===== src/twi_slave_pkg.sv =====
/*
 * Constants, state encoding and state record of the two-wire slave.
 * Assumes a 32-bit AXI4-Lite register bus with word-aligned registers.
 */
// How it works
// - Ack select 0 pulls SDA low (ACK), 1 leaves it high (NACK).
// - Ack goes out on a command, or on a data read in smart mode.
// - Command field is a write-only strobe; 00 idles, 01 is reserved.
// - Code 10 ends a transfer: acks when direction 0, then awaits START.
// - Code 11 after an address acks, then receives or raises data flag.
// - Code 11 after a data byte acks and receives when direction 0.
// - A command clears both flags and releases SCL; new ack select first.
// - Data flag sets on a clean byte, clears by writing one, holds SCL.
// - Address/stop flag: match, collision or enabled STOP; SCL held on match.
// - Clock-hold flag is read-only and shows SCL being held low.
// - Holds the last acknowledge bit sent by the master.
// - Collision flag: lost high bit or NACK; SDA released; START clears it.
// - Bus error: repeated START or STOP off a nine-bit boundary, if enabled.
// - Direction bit copies the read/write bit of the last matched address; a status write loads it from bit 1.
// - Cause bit: 0 when STOP set the address flag, 1 for an address; a status write loads it from bit 0.
// - Own address in bits 7:1; bit 0 also accepts the general call.
// - A matching address sets the address flag and direction; promiscuous
//      mode matches every address.
// - Data buffer is reachable only while SCL is held low.
// - Master read: byte from buffer, master ack sampled, then data flag.
// - Master write: data flag and hold once a full byte is received.
// - A data buffer access accepted while SCL is held clears both flags and the clock hold.
package twi_slave_pkg;

	localparam int ADDR_W = 5;
	// Register indices; byte address is four times the index
	localparam logic [2:0] IDX_MAIN = 3'h0;
	localparam logic [2:0] IDX_CMD = 3'h1;
	localparam logic [2:0] IDX_STATUS = 3'h2;
	localparam logic [2:0] IDX_MATCH = 3'h3;
	localparam logic [2:0] IDX_DATA = 3'h4;
	localparam logic [2:0] IDX_MON = 3'h6;
	// Main control fields
	localparam int BIT_ENABLE = 3;
	localparam int BIT_STOP_EN = 2;
	localparam int BIT_PROMISC = 1;
	localparam int BIT_SMART = 0;
	// Command register fields
	localparam int BIT_ACK_SEL = 2;
	localparam logic [1:0] CMD_IDLE = 2'h0;
	localparam logic [1:0] CMD_RESERVED = 2'h1;
	localparam logic [1:0] CMD_COMPLETE = 2'h2;
	localparam logic [1:0] CMD_RESPONSE = 2'h3;
	// Status fields
	localparam int ST_DATA = 7;
	localparam int ST_ADDR_STOP = 6;
	localparam int ST_COLLISION_FLAG = 3;
	localparam int ST_BUS_ERR = 2;
	localparam logic [6:0] GENERAL_CALL = 7'h00;
	localparam logic [3:0] BITS_PER_BYTE = 4'h8;
	localparam logic [3:0] FRAME_LAST = 4'h8;
	localparam logic [1:0] RESP_OKAY = 2'h0;
	localparam logic [1:0] RESP_SLVERR = 2'h2;
	// Where an acknowledge bit leads
	localparam logic [1:0] AFT_IDLE = 2'h0;
	localparam logic [1:0] AFT_RX = 2'h1;
	localparam logic [1:0] AFT_DIF = 2'h2;

	typedef enum logic [5:0] {
		S_IDLE = 6'h01,
		S_RX = 6'h02,
		S_TX = 6'h04,
		S_HOLD = 6'h08,
		S_ACK_OUT = 6'h10,
		S_ACK_IN = 6'h20
	} state_t;

	typedef struct packed {
		state_t st;
		logic is_addr;
		logic [3:0] bits;
		logic [3:0] cnt9;
		logic [7:0] shreg;
		logic [7:0] data_buf;
		logic [7:0] main_ctrl;
		logic ack_sel;
		logic [7:0] own_addr;
		logic mon_en;
		logic data_flag;
		logic addr_stop_flag;
		logic hold;
		logic last_ack;
		logic collision_flag;
		logic bus_err;
		logic dir;
		logic cause;
		logic [1:0] after;
		logic sda_drive;
		logic bvalid;
		logic [1:0] bresp;
		logic rvalid;
		logic [1:0] rresp;
		logic [7:0] rdata;
		logic [2:0] scl_s;
		logic [2:0] sda_s;
	} regs_t;

	// Pin samplers start at the idle bus level, so no false edge after reset
	localparam regs_t REGS_RESET = '{st: S_IDLE, scl_s: 3'h7, sda_s: 3'h7,
		default: '0};

endpackage


===== src/two_wire_slave_control.sv =====
/*
 * Two-wire bus slave with AXI4-Lite register access.
 * Assumes open-drain SCL/SDA resolved outside; pins are asynchronous.
 */
// Decided for this implementation: the AXI4-Lite register port.
`timescale 1ns/1ps
module two_wire_slave_control import twi_slave_pkg::*; #(
	parameter int AW = ADDR_W
) (
	input wire logic aclk, // System clock
	input wire logic aresetn, // Synchronous reset, low active
	input wire logic [AW-1:0] awaddr, // Write address
	input wire logic awvalid, // Write address valid
	output logic awready, // Write address ready
	input wire logic [31:0] wdata, // Write data
	input wire logic [3:0] wstrb, // Write strobes
	input wire logic wvalid, // Write data valid
	output logic wready, // Write data ready
	output logic [1:0] bresp, // Write response
	output logic bvalid, // Write response valid
	input wire logic bready, // Write response ready
	input wire logic [AW-1:0] araddr, // Read address
	input wire logic arvalid, // Read address valid
	output logic arready, // Read address ready
	output logic [31:0] rdata, // Read data
	output logic [1:0] rresp, // Read response
	output logic rvalid, // Read data valid
	input wire logic rready, // Read data ready
	input wire logic scl_in, // SCL pin level
	output logic scl_out, // SCL drive value
	output logic scl_oe, // SCL pulled low while high
	input wire logic sda_in, // SDA pin level
	output logic sda_out, // SDA drive value
	output logic sda_oe // SDA pulled low while high
);

	// ****************************************
	// Checks and decode helpers
	// ****************************************
	if (AW < 5) begin : g_aw_check
		$error("AW must be at least 5");
	end

	function automatic logic reg_ok(input logic [AW-1:0] a);
		logic [2:0] i;
		i = a[4:2];
		reg_ok = (a[1:0] == 2'h0) && ((a >> 5) == '0) &&
			(i inside {IDX_MAIN, IDX_CMD, IDX_STATUS, IDX_MATCH, IDX_DATA,
			IDX_MON});
	endfunction

	regs_t r;
	regs_t n;
	logic scl, scl_p, sda, sda_p;
	logic scl_rise, scl_fall, start_c, stop_c;
	logic wr_fire, rd_fire, wr_ok, rd_ok;
	logic [2:0] wr_idx, rd_idx;
	logic [7:0] rd_val;
	logic [7:0] rx_byte;
	logic rel, cmd_go, smart_go, go_ack, ack_eff, match;
	logic [1:0] cmd, aft;
	logic enabled;

	// ****************************************
	// Pin sampling and bus events
	// ****************************************
	assign scl = r.scl_s[1];
	assign scl_p = r.scl_s[2];
	assign sda = r.sda_s[1];
	assign sda_p = r.sda_s[2];
	assign scl_rise = scl && !scl_p;
	assign scl_fall = !scl && scl_p;
	assign start_c = scl && scl_p && sda_p && !sda;
	assign stop_c = scl && scl_p && !sda_p && sda;
	assign enabled = r.main_ctrl[BIT_ENABLE];
	assign rx_byte = {r.shreg[6:0], sda};

	// ****************************************
	// Bus handshakes
	// ****************************************
	assign wr_fire = awvalid && wvalid && !r.bvalid;
	assign awready = wr_fire;
	assign wready = wr_fire;
	assign rd_fire = arvalid && !r.rvalid;
	assign arready = rd_fire;
	assign wr_idx = awaddr[4:2];
	assign rd_idx = araddr[4:2];
	assign wr_ok = reg_ok(awaddr);
	assign rd_ok = reg_ok(araddr);
	assign bvalid = r.bvalid;
	assign bresp = r.bresp;
	assign rvalid = r.rvalid;
	assign rresp = r.rresp;
	assign rdata = {24'h000000, r.rdata};
	assign scl_out = 1'b0;
	assign sda_out = 1'b0;
	assign scl_oe = r.hold;
	assign sda_oe = r.sda_drive;

	always_comb begin
		case (rd_idx)
			IDX_MAIN: rd_val = r.main_ctrl;
			IDX_CMD: rd_val = {5'h00, r.ack_sel, 2'h0};
			IDX_STATUS: rd_val = {r.data_flag, r.addr_stop_flag, r.hold,
				r.last_ack, r.collision_flag, r.bus_err, r.dir, r.cause};
			IDX_MATCH: rd_val = r.own_addr;
			IDX_DATA: rd_val = r.data_buf;
			IDX_MON: rd_val = {7'h00, r.mon_en};
			default: rd_val = 8'h00;
		endcase
	end

	// Address match on the completed byte: promiscuous, own or general call
	assign match = r.main_ctrl[BIT_PROMISC] ||
		(r.shreg[7:1] == r.own_addr[7:1]) ||
		(r.own_addr[0] && r.shreg[7:1] == GENERAL_CALL);

	// ****************************************
	// Next state
	// ****************************************
	always_comb begin
		n = r;
		n.scl_s = {r.scl_s[1:0], scl_in};
		n.sda_s = {r.sda_s[1:0], sda_in};
		n.bvalid = r.bvalid && !bready;
		n.rvalid = r.rvalid && !rready;
		rel = 1'b0;
		cmd_go = 1'b0;
		smart_go = 1'b0;
		go_ack = 1'b0;
		aft = AFT_IDLE;
		cmd = CMD_IDLE;
		ack_eff = r.ack_sel;
		if (wr_fire) begin
			n.bvalid = 1'b1;
			n.bresp = RESP_OKAY;
			if (!wr_ok || (wr_idx == IDX_DATA && !r.hold)) begin
				n.bresp = RESP_SLVERR;
			end else if (wstrb[0]) begin
				case (wr_idx)
					IDX_MAIN: n.main_ctrl = wdata[7:0];
					IDX_CMD: begin
						n.ack_sel = wdata[BIT_ACK_SEL];
						ack_eff = wdata[BIT_ACK_SEL];
						cmd = wdata[1:0];
						cmd_go = wdata[1];
					end
					IDX_STATUS: begin
						n.dir = wdata[1];
						n.cause = wdata[0];
						if (wdata[ST_DATA]) n.data_flag = 1'b0;
						if (wdata[ST_ADDR_STOP]) n.addr_stop_flag = 1'b0;
						if (wdata[ST_COLLISION_FLAG]) n.collision_flag = 1'b0;
						if (wdata[ST_BUS_ERR]) n.bus_err = 1'b0;
					end
					IDX_MATCH: n.own_addr = wdata[7:0];
					IDX_DATA: begin
						n.data_buf = wdata[7:0];
						rel = 1'b1;
					end
					IDX_MON: n.mon_en = wdata[0];
					default: ;
				endcase
			end
		end
		if (rd_fire) begin
			n.rvalid = 1'b1;
			n.rresp = RESP_OKAY;
			n.rdata = rd_val;
			if (!rd_ok || (rd_idx == IDX_DATA && !r.hold)) begin
				n.rresp = RESP_SLVERR;
				n.rdata = 8'h00;
			end else if (rd_idx == IDX_DATA) begin
				rel = 1'b1;
				smart_go = r.main_ctrl[BIT_SMART] && r.data_flag && !r.dir;
			end
		end
		if (cmd_go || rel) begin
			n.data_flag = 1'b0;
			n.addr_stop_flag = 1'b0;
		end
		// Flags gone while holding: release SCL and act
		if (r.st == S_HOLD && !n.data_flag && !n.addr_stop_flag) begin
			n.hold = 1'b0;
			if (cmd_go && cmd == CMD_COMPLETE) begin
				go_ack = !r.dir;
				n.st = S_IDLE;
			end else if (cmd_go && cmd == CMD_RESPONSE && r.addr_stop_flag) begin
				go_ack = 1'b1;
				aft = r.dir ? AFT_DIF : AFT_RX;
			end else if ((cmd_go && cmd == CMD_RESPONSE && !r.dir) || smart_go) begin
				go_ack = 1'b1;
				aft = AFT_RX;
			end else if (r.dir) begin
				n.st = S_TX;
				n.shreg = n.data_buf;
				n.bits = 4'h0;
				n.sda_drive = !n.data_buf[7];
			end else begin
				n.st = S_IDLE;
			end
			if (go_ack) begin
				n.st = S_ACK_OUT;
				n.after = aft;
				n.sda_drive = !ack_eff;
			end
		end
		// Link side
		if (scl_rise && r.st != S_IDLE) begin
			n.cnt9 = (r.cnt9 == FRAME_LAST) ? 4'h0 : r.cnt9 + 4'h1;
		end
		case (r.st)
			S_RX: begin
				if (scl_rise) begin
					n.shreg = rx_byte;
					n.bits = r.bits + 4'h1;
				end else if (scl_fall && r.bits == BITS_PER_BYTE) begin
					n.bits = 4'h0;
					if (!r.is_addr) begin
						n.data_buf = r.shreg;
						n.data_flag = 1'b1;
						n.hold = 1'b1;
						n.st = S_HOLD;
					end else if (match) begin
						n.addr_stop_flag = 1'b1;
						n.cause = 1'b1;
						n.dir = r.shreg[0];
						n.data_buf = r.shreg;
						n.hold = 1'b1;
						n.st = S_HOLD;
					end else begin
						n.st = S_IDLE;
					end
				end
			end
			S_TX: begin
				if (scl_rise && !r.sda_drive && !sda) begin
					n.collision_flag = 1'b1;
					n.addr_stop_flag = 1'b1;
					n.sda_drive = 1'b0;
					n.st = S_IDLE;
				end else if (scl_fall) begin
					n.bits = r.bits + 4'h1;
					n.shreg = {r.shreg[6:0], 1'b0};
					n.sda_drive = !r.shreg[6];
					if (r.bits == BITS_PER_BYTE - 4'h1) begin
						n.sda_drive = 1'b0;
						n.st = S_ACK_IN;
					end
				end
			end
			S_ACK_IN: begin
				if (scl_rise) begin
					n.last_ack = sda;
				end else if (scl_fall) begin
					n.data_flag = 1'b1;
					n.hold = 1'b1;
					n.st = S_HOLD;
				end
			end
			S_ACK_OUT: begin
				if (scl_rise && !r.sda_drive && !sda) begin
					n.collision_flag = 1'b1;
					n.addr_stop_flag = 1'b1;
					n.st = S_IDLE;
				end else if (scl_fall) begin
					n.sda_drive = 1'b0;
					n.bits = 4'h0;
					n.is_addr = 1'b0;
					case (r.after)
						AFT_RX: n.st = S_RX;
						AFT_DIF: begin
							n.data_flag = 1'b1;
							n.hold = 1'b1;
							n.st = S_HOLD;
						end
						default: n.st = S_IDLE;
					endcase
				end
			end
			default: ;
		endcase
		if (start_c || stop_c) begin
			if (r.mon_en && r.st != S_IDLE && r.cnt9 != 4'h0) begin
				n.bus_err = 1'b1;
			end
			n.sda_drive = 1'b0;
			n.hold = 1'b0;
			n.cnt9 = 4'h0;
			n.bits = 4'h0;
			n.st = S_IDLE;
		end
		if (start_c) begin
			if (!(n.collision_flag && !r.collision_flag)) n.collision_flag = 1'b0;
			n.st = S_RX;
			n.is_addr = 1'b1;
		end
		if (stop_c && r.main_ctrl[BIT_STOP_EN]) begin
			n.addr_stop_flag = 1'b1;
			n.cause = 1'b0;
		end
		if (!enabled) begin
			n.st = S_IDLE;
			n.sda_drive = 1'b0;
			n.hold = 1'b0;
		end
	end

	always_ff @(posedge aclk) begin
		if (!aresetn) begin
			r <= REGS_RESET;
		end else begin
			r <= n;
		end
	end

	// ****************************************
	// Assertions
	// ****************************************
	logic cmd_rd, data_rd_blocked, hold_cmd, stop_seen, err_cond;
	assign cmd_rd = rd_fire && rd_ok && rd_idx == IDX_CMD;
	assign data_rd_blocked = rd_fire && rd_ok && rd_idx == IDX_DATA && !r.hold;
	assign hold_cmd = wr_fire && wr_ok && wstrb[0] && wr_idx == IDX_CMD &&
		wdata[1] && r.st == S_HOLD && !stop_c;
	assign stop_seen = stop_c && enabled && r.main_ctrl[BIT_STOP_EN];
	assign err_cond = (start_c || stop_c) && r.mon_en && r.st != S_IDLE &&
		r.cnt9 != 4'h0;

	property p_ack_value;
		@(posedge aclk) disable iff (!aresetn)
		(r.st != S_ACK_OUT && n.st == S_ACK_OUT) |=> (sda_oe == !r.ack_sel);
	endproperty
	a_ack_value: assert property (p_ack_value) else $error("ack level wrong");

	property p_cmd_zero;
		@(posedge aclk) disable iff (!aresetn)
		cmd_rd |=> rvalid && rdata[1:0] == 2'h0;
	endproperty
	a_cmd_zero: assert property (p_cmd_zero) else $error("command reads nonzero");

	property p_cmd_release;
		@(posedge aclk) disable iff (!aresetn)
		hold_cmd |=> !scl_oe && !r.data_flag && !r.addr_stop_flag;
	endproperty
	a_cmd_release: assert property (p_cmd_release) else $error("command kept hold");

	property p_data_hold;
		@(posedge aclk) disable iff (!aresetn)
		$rose(r.data_flag) |-> scl_oe;
	endproperty
	a_data_hold: assert property (p_data_hold) else $error("data flag without hold");

	property p_hold_flags;
		@(posedge aclk) disable iff (!aresetn)
		scl_oe |-> r.data_flag || r.addr_stop_flag;
	endproperty
	a_hold_flags: assert property (p_hold_flags) else $error("hold without flag");

	property p_collision_flag_quiet;
		@(posedge aclk) disable iff (!aresetn)
		$rose(r.collision_flag) |-> !sda_oe [*3];
	endproperty
	a_collision_flag_quiet: assert property (p_collision_flag_quiet) else $error("SDA driven after collision");

	property p_bus_err;
		@(posedge aclk) disable iff (!aresetn)
		err_cond |=> r.bus_err;
	endproperty
	a_bus_err: assert property (p_bus_err) else $error("bus error missed");

	property p_stop_cause;
		@(posedge aclk) disable iff (!aresetn)
		stop_seen |=> r.addr_stop_flag && !r.cause && !scl_oe;
	endproperty
	a_stop_cause: assert property (p_stop_cause) else $error("stop cause wrong");

	property p_blocked;
		@(posedge aclk) disable iff (!aresetn)
		data_rd_blocked |=> rresp == RESP_SLVERR;
	endproperty
	a_blocked: assert property (p_blocked) else $error("data read not blocked");

	c_addr: cover property (@(posedge aclk) disable iff (!aresetn)
		$rose(r.addr_stop_flag) && r.cause);
	c_tx_done: cover property (@(posedge aclk) disable iff (!aresetn)
		r.st == S_ACK_IN && scl_fall);
	c_rx_byte: cover property (@(posedge aclk) disable iff (!aresetn)
		$rose(r.data_flag) && !r.dir);

endmodule // two_wire_slave_control


===== config.mk =====
export PLATFORM = sky130hd
export DESIGN_NAME = two_wire_slave_control
export DESIGN_NICKNAME = d
export VERILOG_FILES = /design/src/twi_slave_pkg.sv /design/src/two_wire_slave_control.sv
export SDC_FILE = /design/constraint.sdc
export NUM_CORES = 1
export LEC_CHECK = 0
export ABC_AREA = 1
export BUFFER_PORTS_ARGS = -buffer_cell sky130_fd_sc_hd__clkbuf_2
export CAP_MARGIN = 20
export CORE_MARGIN = 2
export CORE_UTILIZATION = 55
export DETAILED_ROUTE_END_ITERATION = 6
export HOLD_SLACK_MARGIN = 0.12
export PLACE_DENSITY_LB_ADDON = 0.15
export RECOVER_POWER = 100
export SETUP_SLACK_MARGIN = 0.05
export SYNTH_ARGS = -nofsm -noshare
export SYNTH_HDL_FRONTEND = slang
export SYNTH_SLANG_ARGS = --single-unit

===== constraint.sdc =====
create_clock -name aclk -period 2.7 [get_ports aclk]
set_input_delay 0.81 -clock aclk [delete_from_list [all_inputs] [get_ports aclk]]
set_output_delay 0.81 -clock aclk [all_outputs]
set_load 0.01 [all_outputs]

==> impl_metrics.py <==
metrics = {
    "clocking": {
        "cts_resized": 0,
        "cts_made_buffers": 9,
        "clock_latency_ns": 0.35,
        "cts-root-buf": "clkbuf_8",
        "cts.sink_count": 78,
        "path_clk_slew_ns": 0.08,
        "cts_tree": "yes",
        "cts_buffer_depth": 2,
        "htree_levels": 3,
        "post_cts_buffers": 0,
        "cts_hold_buf": 0,
    },
    "drt": {
        "routed_wirelength_um": 11900,
        "routed_via_density": 5.36,
        "drt-initial-drc-count": 250,
        "routed-via-count": 4383,
        "first_pass_iters": 5,
        "drc_errors": 0,
        "ant_nets": 0,
        "wire_per_inst_um": 14.5,
    },
    "pwr": {
        "powerDensity_nw_per_um2": 474,
        "peakVddDrop_mv": 0.223,
        "power_leakage_uw": 0.00222,
    },
    "sta": {
        "period_share_pct": 87.8,
        "tightest_slew_ns": 1.74,
        "rsz0062_at_grt": "no",
        "setup_ws_ns": 0.329,
        "setup_violations": 0,
        "tns_ns": 0,
        "finalCriticalPeriod_ns": 2.37,
        "fmax_mhz": 422,
        "hold_violations": 0,
        "slew_viol_final": 37,
        "fin_skew_ns": 0.00848,
        "relSlewSlack_pct": -16.1,
    },
    "finish": {
        "fin_nets": 771,
        "syn_to_final_growth_pct": 8.86,
        "fin_cells": 818,
        "drive_gt1_share_pct": 12.2,
        "n_antenna_cell": 0,
    },
    "floorplan": {
        "dieArea_um2": 9090,
        "floorplan.initialDensity_pct": 56.4,
        "die_w_um": 95.3,
        "ioPinCount": 100,
        "coreArea_um2": 8130,
        "fp-row-count": 33,
        "die_h_um": 95.3,
    },
    "critical_path": {
        "criticalPathCategory": "in -> reg",
        "crit_fanout": 13,
        "slowest_delay_ns": 0.32,
        "cp-startpoint": "arvalid",
        "cp-end-kind": "register",
        "r2r_start": "rvalid",
        "path_cells": "clkbuf_2 > inv_1 > nor2_1 > nand3_2 > nor2_4 > nand2_1 > nand3_2 > inv_2 > nand2_4 > nand3_4 > nor2_4 > inv_4 > nand2_1 > nand3_1 > a21oi_1",
        "cpMaxStageDelayCell": "nor2_1",
        "cp.required_ns": 2.96,
        "crit_arrival_ns": 2.63,
        "start_kind": "input port",
    },
    "logic_synthesis": {
        "netlist_area_um2": 4590,
        "synth_seq_cells": 78,
        "synth_top_area_share_pct": 34.0,
        "ys_types": 49,
        "syn_inst": 661,
        "synthTopCellsByArea": "dfxtp_1, nand2_1, inv_1, buf_4, a21oi_1",
        "synth.avg_cell_area_um2": 6.94,
        "synth-edff-count": 0,
        "async_reset_ff_share_pct": 0,
        "yosysWarnings": 0,
        "synth_top_cell_by_area": "dfxtp_1",
        "yosys_most_used_dff": "dfxtp_1",
        "synth.yosys.seq_area_share_pct": 34.0,
    },
    "place": {
        "gp_congestion": 0.916,
        "io_buffers": 44,
        "placed_cells": 803,
        "hpwlAfterDp_um": 9160,
        "dp_slack_ns": 0.129,
    },
    "min_path": {
        "hold_start": "n[1]",
        "hp-class": "reg -> reg",
    },
    "global_routing": {
        "grt_pass1_vias": 4025,
        "grt_antenna_before_repair": 0,
        "overflow": 0,
        "grt_max_degree": 37,
        "grt_pass1_wl_um": 19100,
        "grtUsageTotal_pct": 27.5,
    },
    "run_status": {
        "violations": "capacitance limit, slew limit",
        "outcome": "complete, but fails checks",
    },
    "job": {
        "drv_cap": 1,
    },
}
==> cell type report <==
| class | instances | area, µm² |
|---|---|---|
| Inverter | 103 | 389 |
| Clock buffer | 9 | 124 |
| Sequential cell | 78 | 1560 |
| Tap cell | 105 | 131 |
| Timing Repair Buffer | 61 | 310 |
| Fill cell | 753 | 3140 |
| Clock inverter | 6 | 111 |
| Multi-Input combinational cell | 456 | 2370 |
==> worst max-delay path, delay by kind of cell <==
family,cells,cell delay [ns]
AOI/OAI and AO/OA,1,0.12
and+or+nand+nor,10,1.42
buffers and inverters,4,0.27
==> cell families after synthesis <==
group | after synthesis | synth area share, %
AND/OR/NAND/NOR | 263 | 27.1
buffers and inverters | 154 | 16.1
AO/OA/AOI/OAI | 146 | 18.5
flip-flops | 78 | 34.0
XOR/XNOR | 10 | 1.91
adder cells (fa/ha/maj) | 7 | 1.91
multiplexers | 2 | 0.436
other | 1 | 0.0817
==> cells in the final DEF, fill, tap and decap left out, types with 2 or more instances in the layout <==
cell / n
nand2_1: 114
inv_1: 96
dfxtp_1: 78
nor2_1: 66
a21oi_1: 54
o21ai_0: 49
nand3_1: 37
conb_1: 28
clkbuf_2: 26
clkbuf_1: 22
nand4_1: 16
buf_4: 12
a211oi_1: 11
clkbuf_8: 9
o2111ai_1: 7
ha_1: 7
nand2_2: 6
xor2_1: 6
inv_2: 5
nor3_1: 4
a31oi_1: 4
or2_2: 4
nand3_2: 4
nor2_4: 4
xnor2_1: 4
o211ai_1: 3
o22ai_1: 3
nor2_2: 3
bufinv_16: 3
o21ai_1: 2
o21bai_1: 2
a221oi_1: 2
mux2i_1: 2
==> final timing paths <==
| path | end | slack (ns) | cells past startpoint |
|---|---|---|---|
| worst max-delay path | r[63] | 0.33 | 15 |
| worst min register to register | n[2] | 0.42 | 1 |
| worst min-delay path | n[2] | 0.42 | 1 |
| worst max register to register | r[63] | 0.53 | 13 |
==> through the flow <==
| step | total power [µW] | utilization (%) | hold WS, ns | area, µm² |
|---|---|---|---|---|
| floorplan | 1320 | - | 0.393 | 4690 |
| global placement | 1350 | 59.3 | 0.394 | 4820 |
| detailed placement | 1350 | 59.3 | 0.402 | 4820 |
| CTS | 2400 | 62.2 | 0.423 | 5060 |
| global route | 2460 | 61.4 | 0.442 | 4990 |
| finish | 2370 | 61.4 | 0.418 | 4990 |
==> synthesized netlist by cell type (all sizes together), types with 3 or more instances <==
| library cell | n |
|---|---|
| a211oi | 11 |
| a21oi | 54 |
| a31oi | 4 |
| buf | 42 |
| clkbuf | 9 |
| dfxtp | 78 |
| ha | 7 |
| inv | 102 |
| nand2 | 121 |
| nand3 | 42 |
| nand4 | 17 |
| nor2 | 73 |
| nor3 | 5 |
| o2111ai | 7 |
| o211ai | 3 |
| o21ai | 52 |
| o22ai | 3 |
| or2 | 4 |
| xnor2 | 4 |
| xor2 | 6 |
==> power by group <==
group | internal [µW] | switching, µW | total, µW
Sequential | 1160 | 6.01 | 1170
Clock | 609 | 439 | 1050
Combinational | 42.1 | 113 | 155
==> sequential cells by signal (all words and copies together) (netlist names) <==
name and flops:
n 4, sda_oe 1, scl_oe 1, rvalid 1
bresp 1, rresp 1, bvalid 1, r 59
rdata 8, enabled 1
==> layer usage <==
| metal | part of all wire [%] | vias to the layer above | routed length (µm) | track usage (%) |
|---|---|---|---|---|
| met5 | 0 | - | 0 | 0 |
| met4 | 2.7 | 0 | 326 | 11.0 |
| met3 | 5.9 | 29 | 702 | 3.87 |
| met2 | 47 | 130 | 5590 | 46.0 |
| met1 | 44 | 2027 | 5270 | 35.6 |
| li1 | - | 2197 | - | - |
Power figures use the tool's default switching activity.
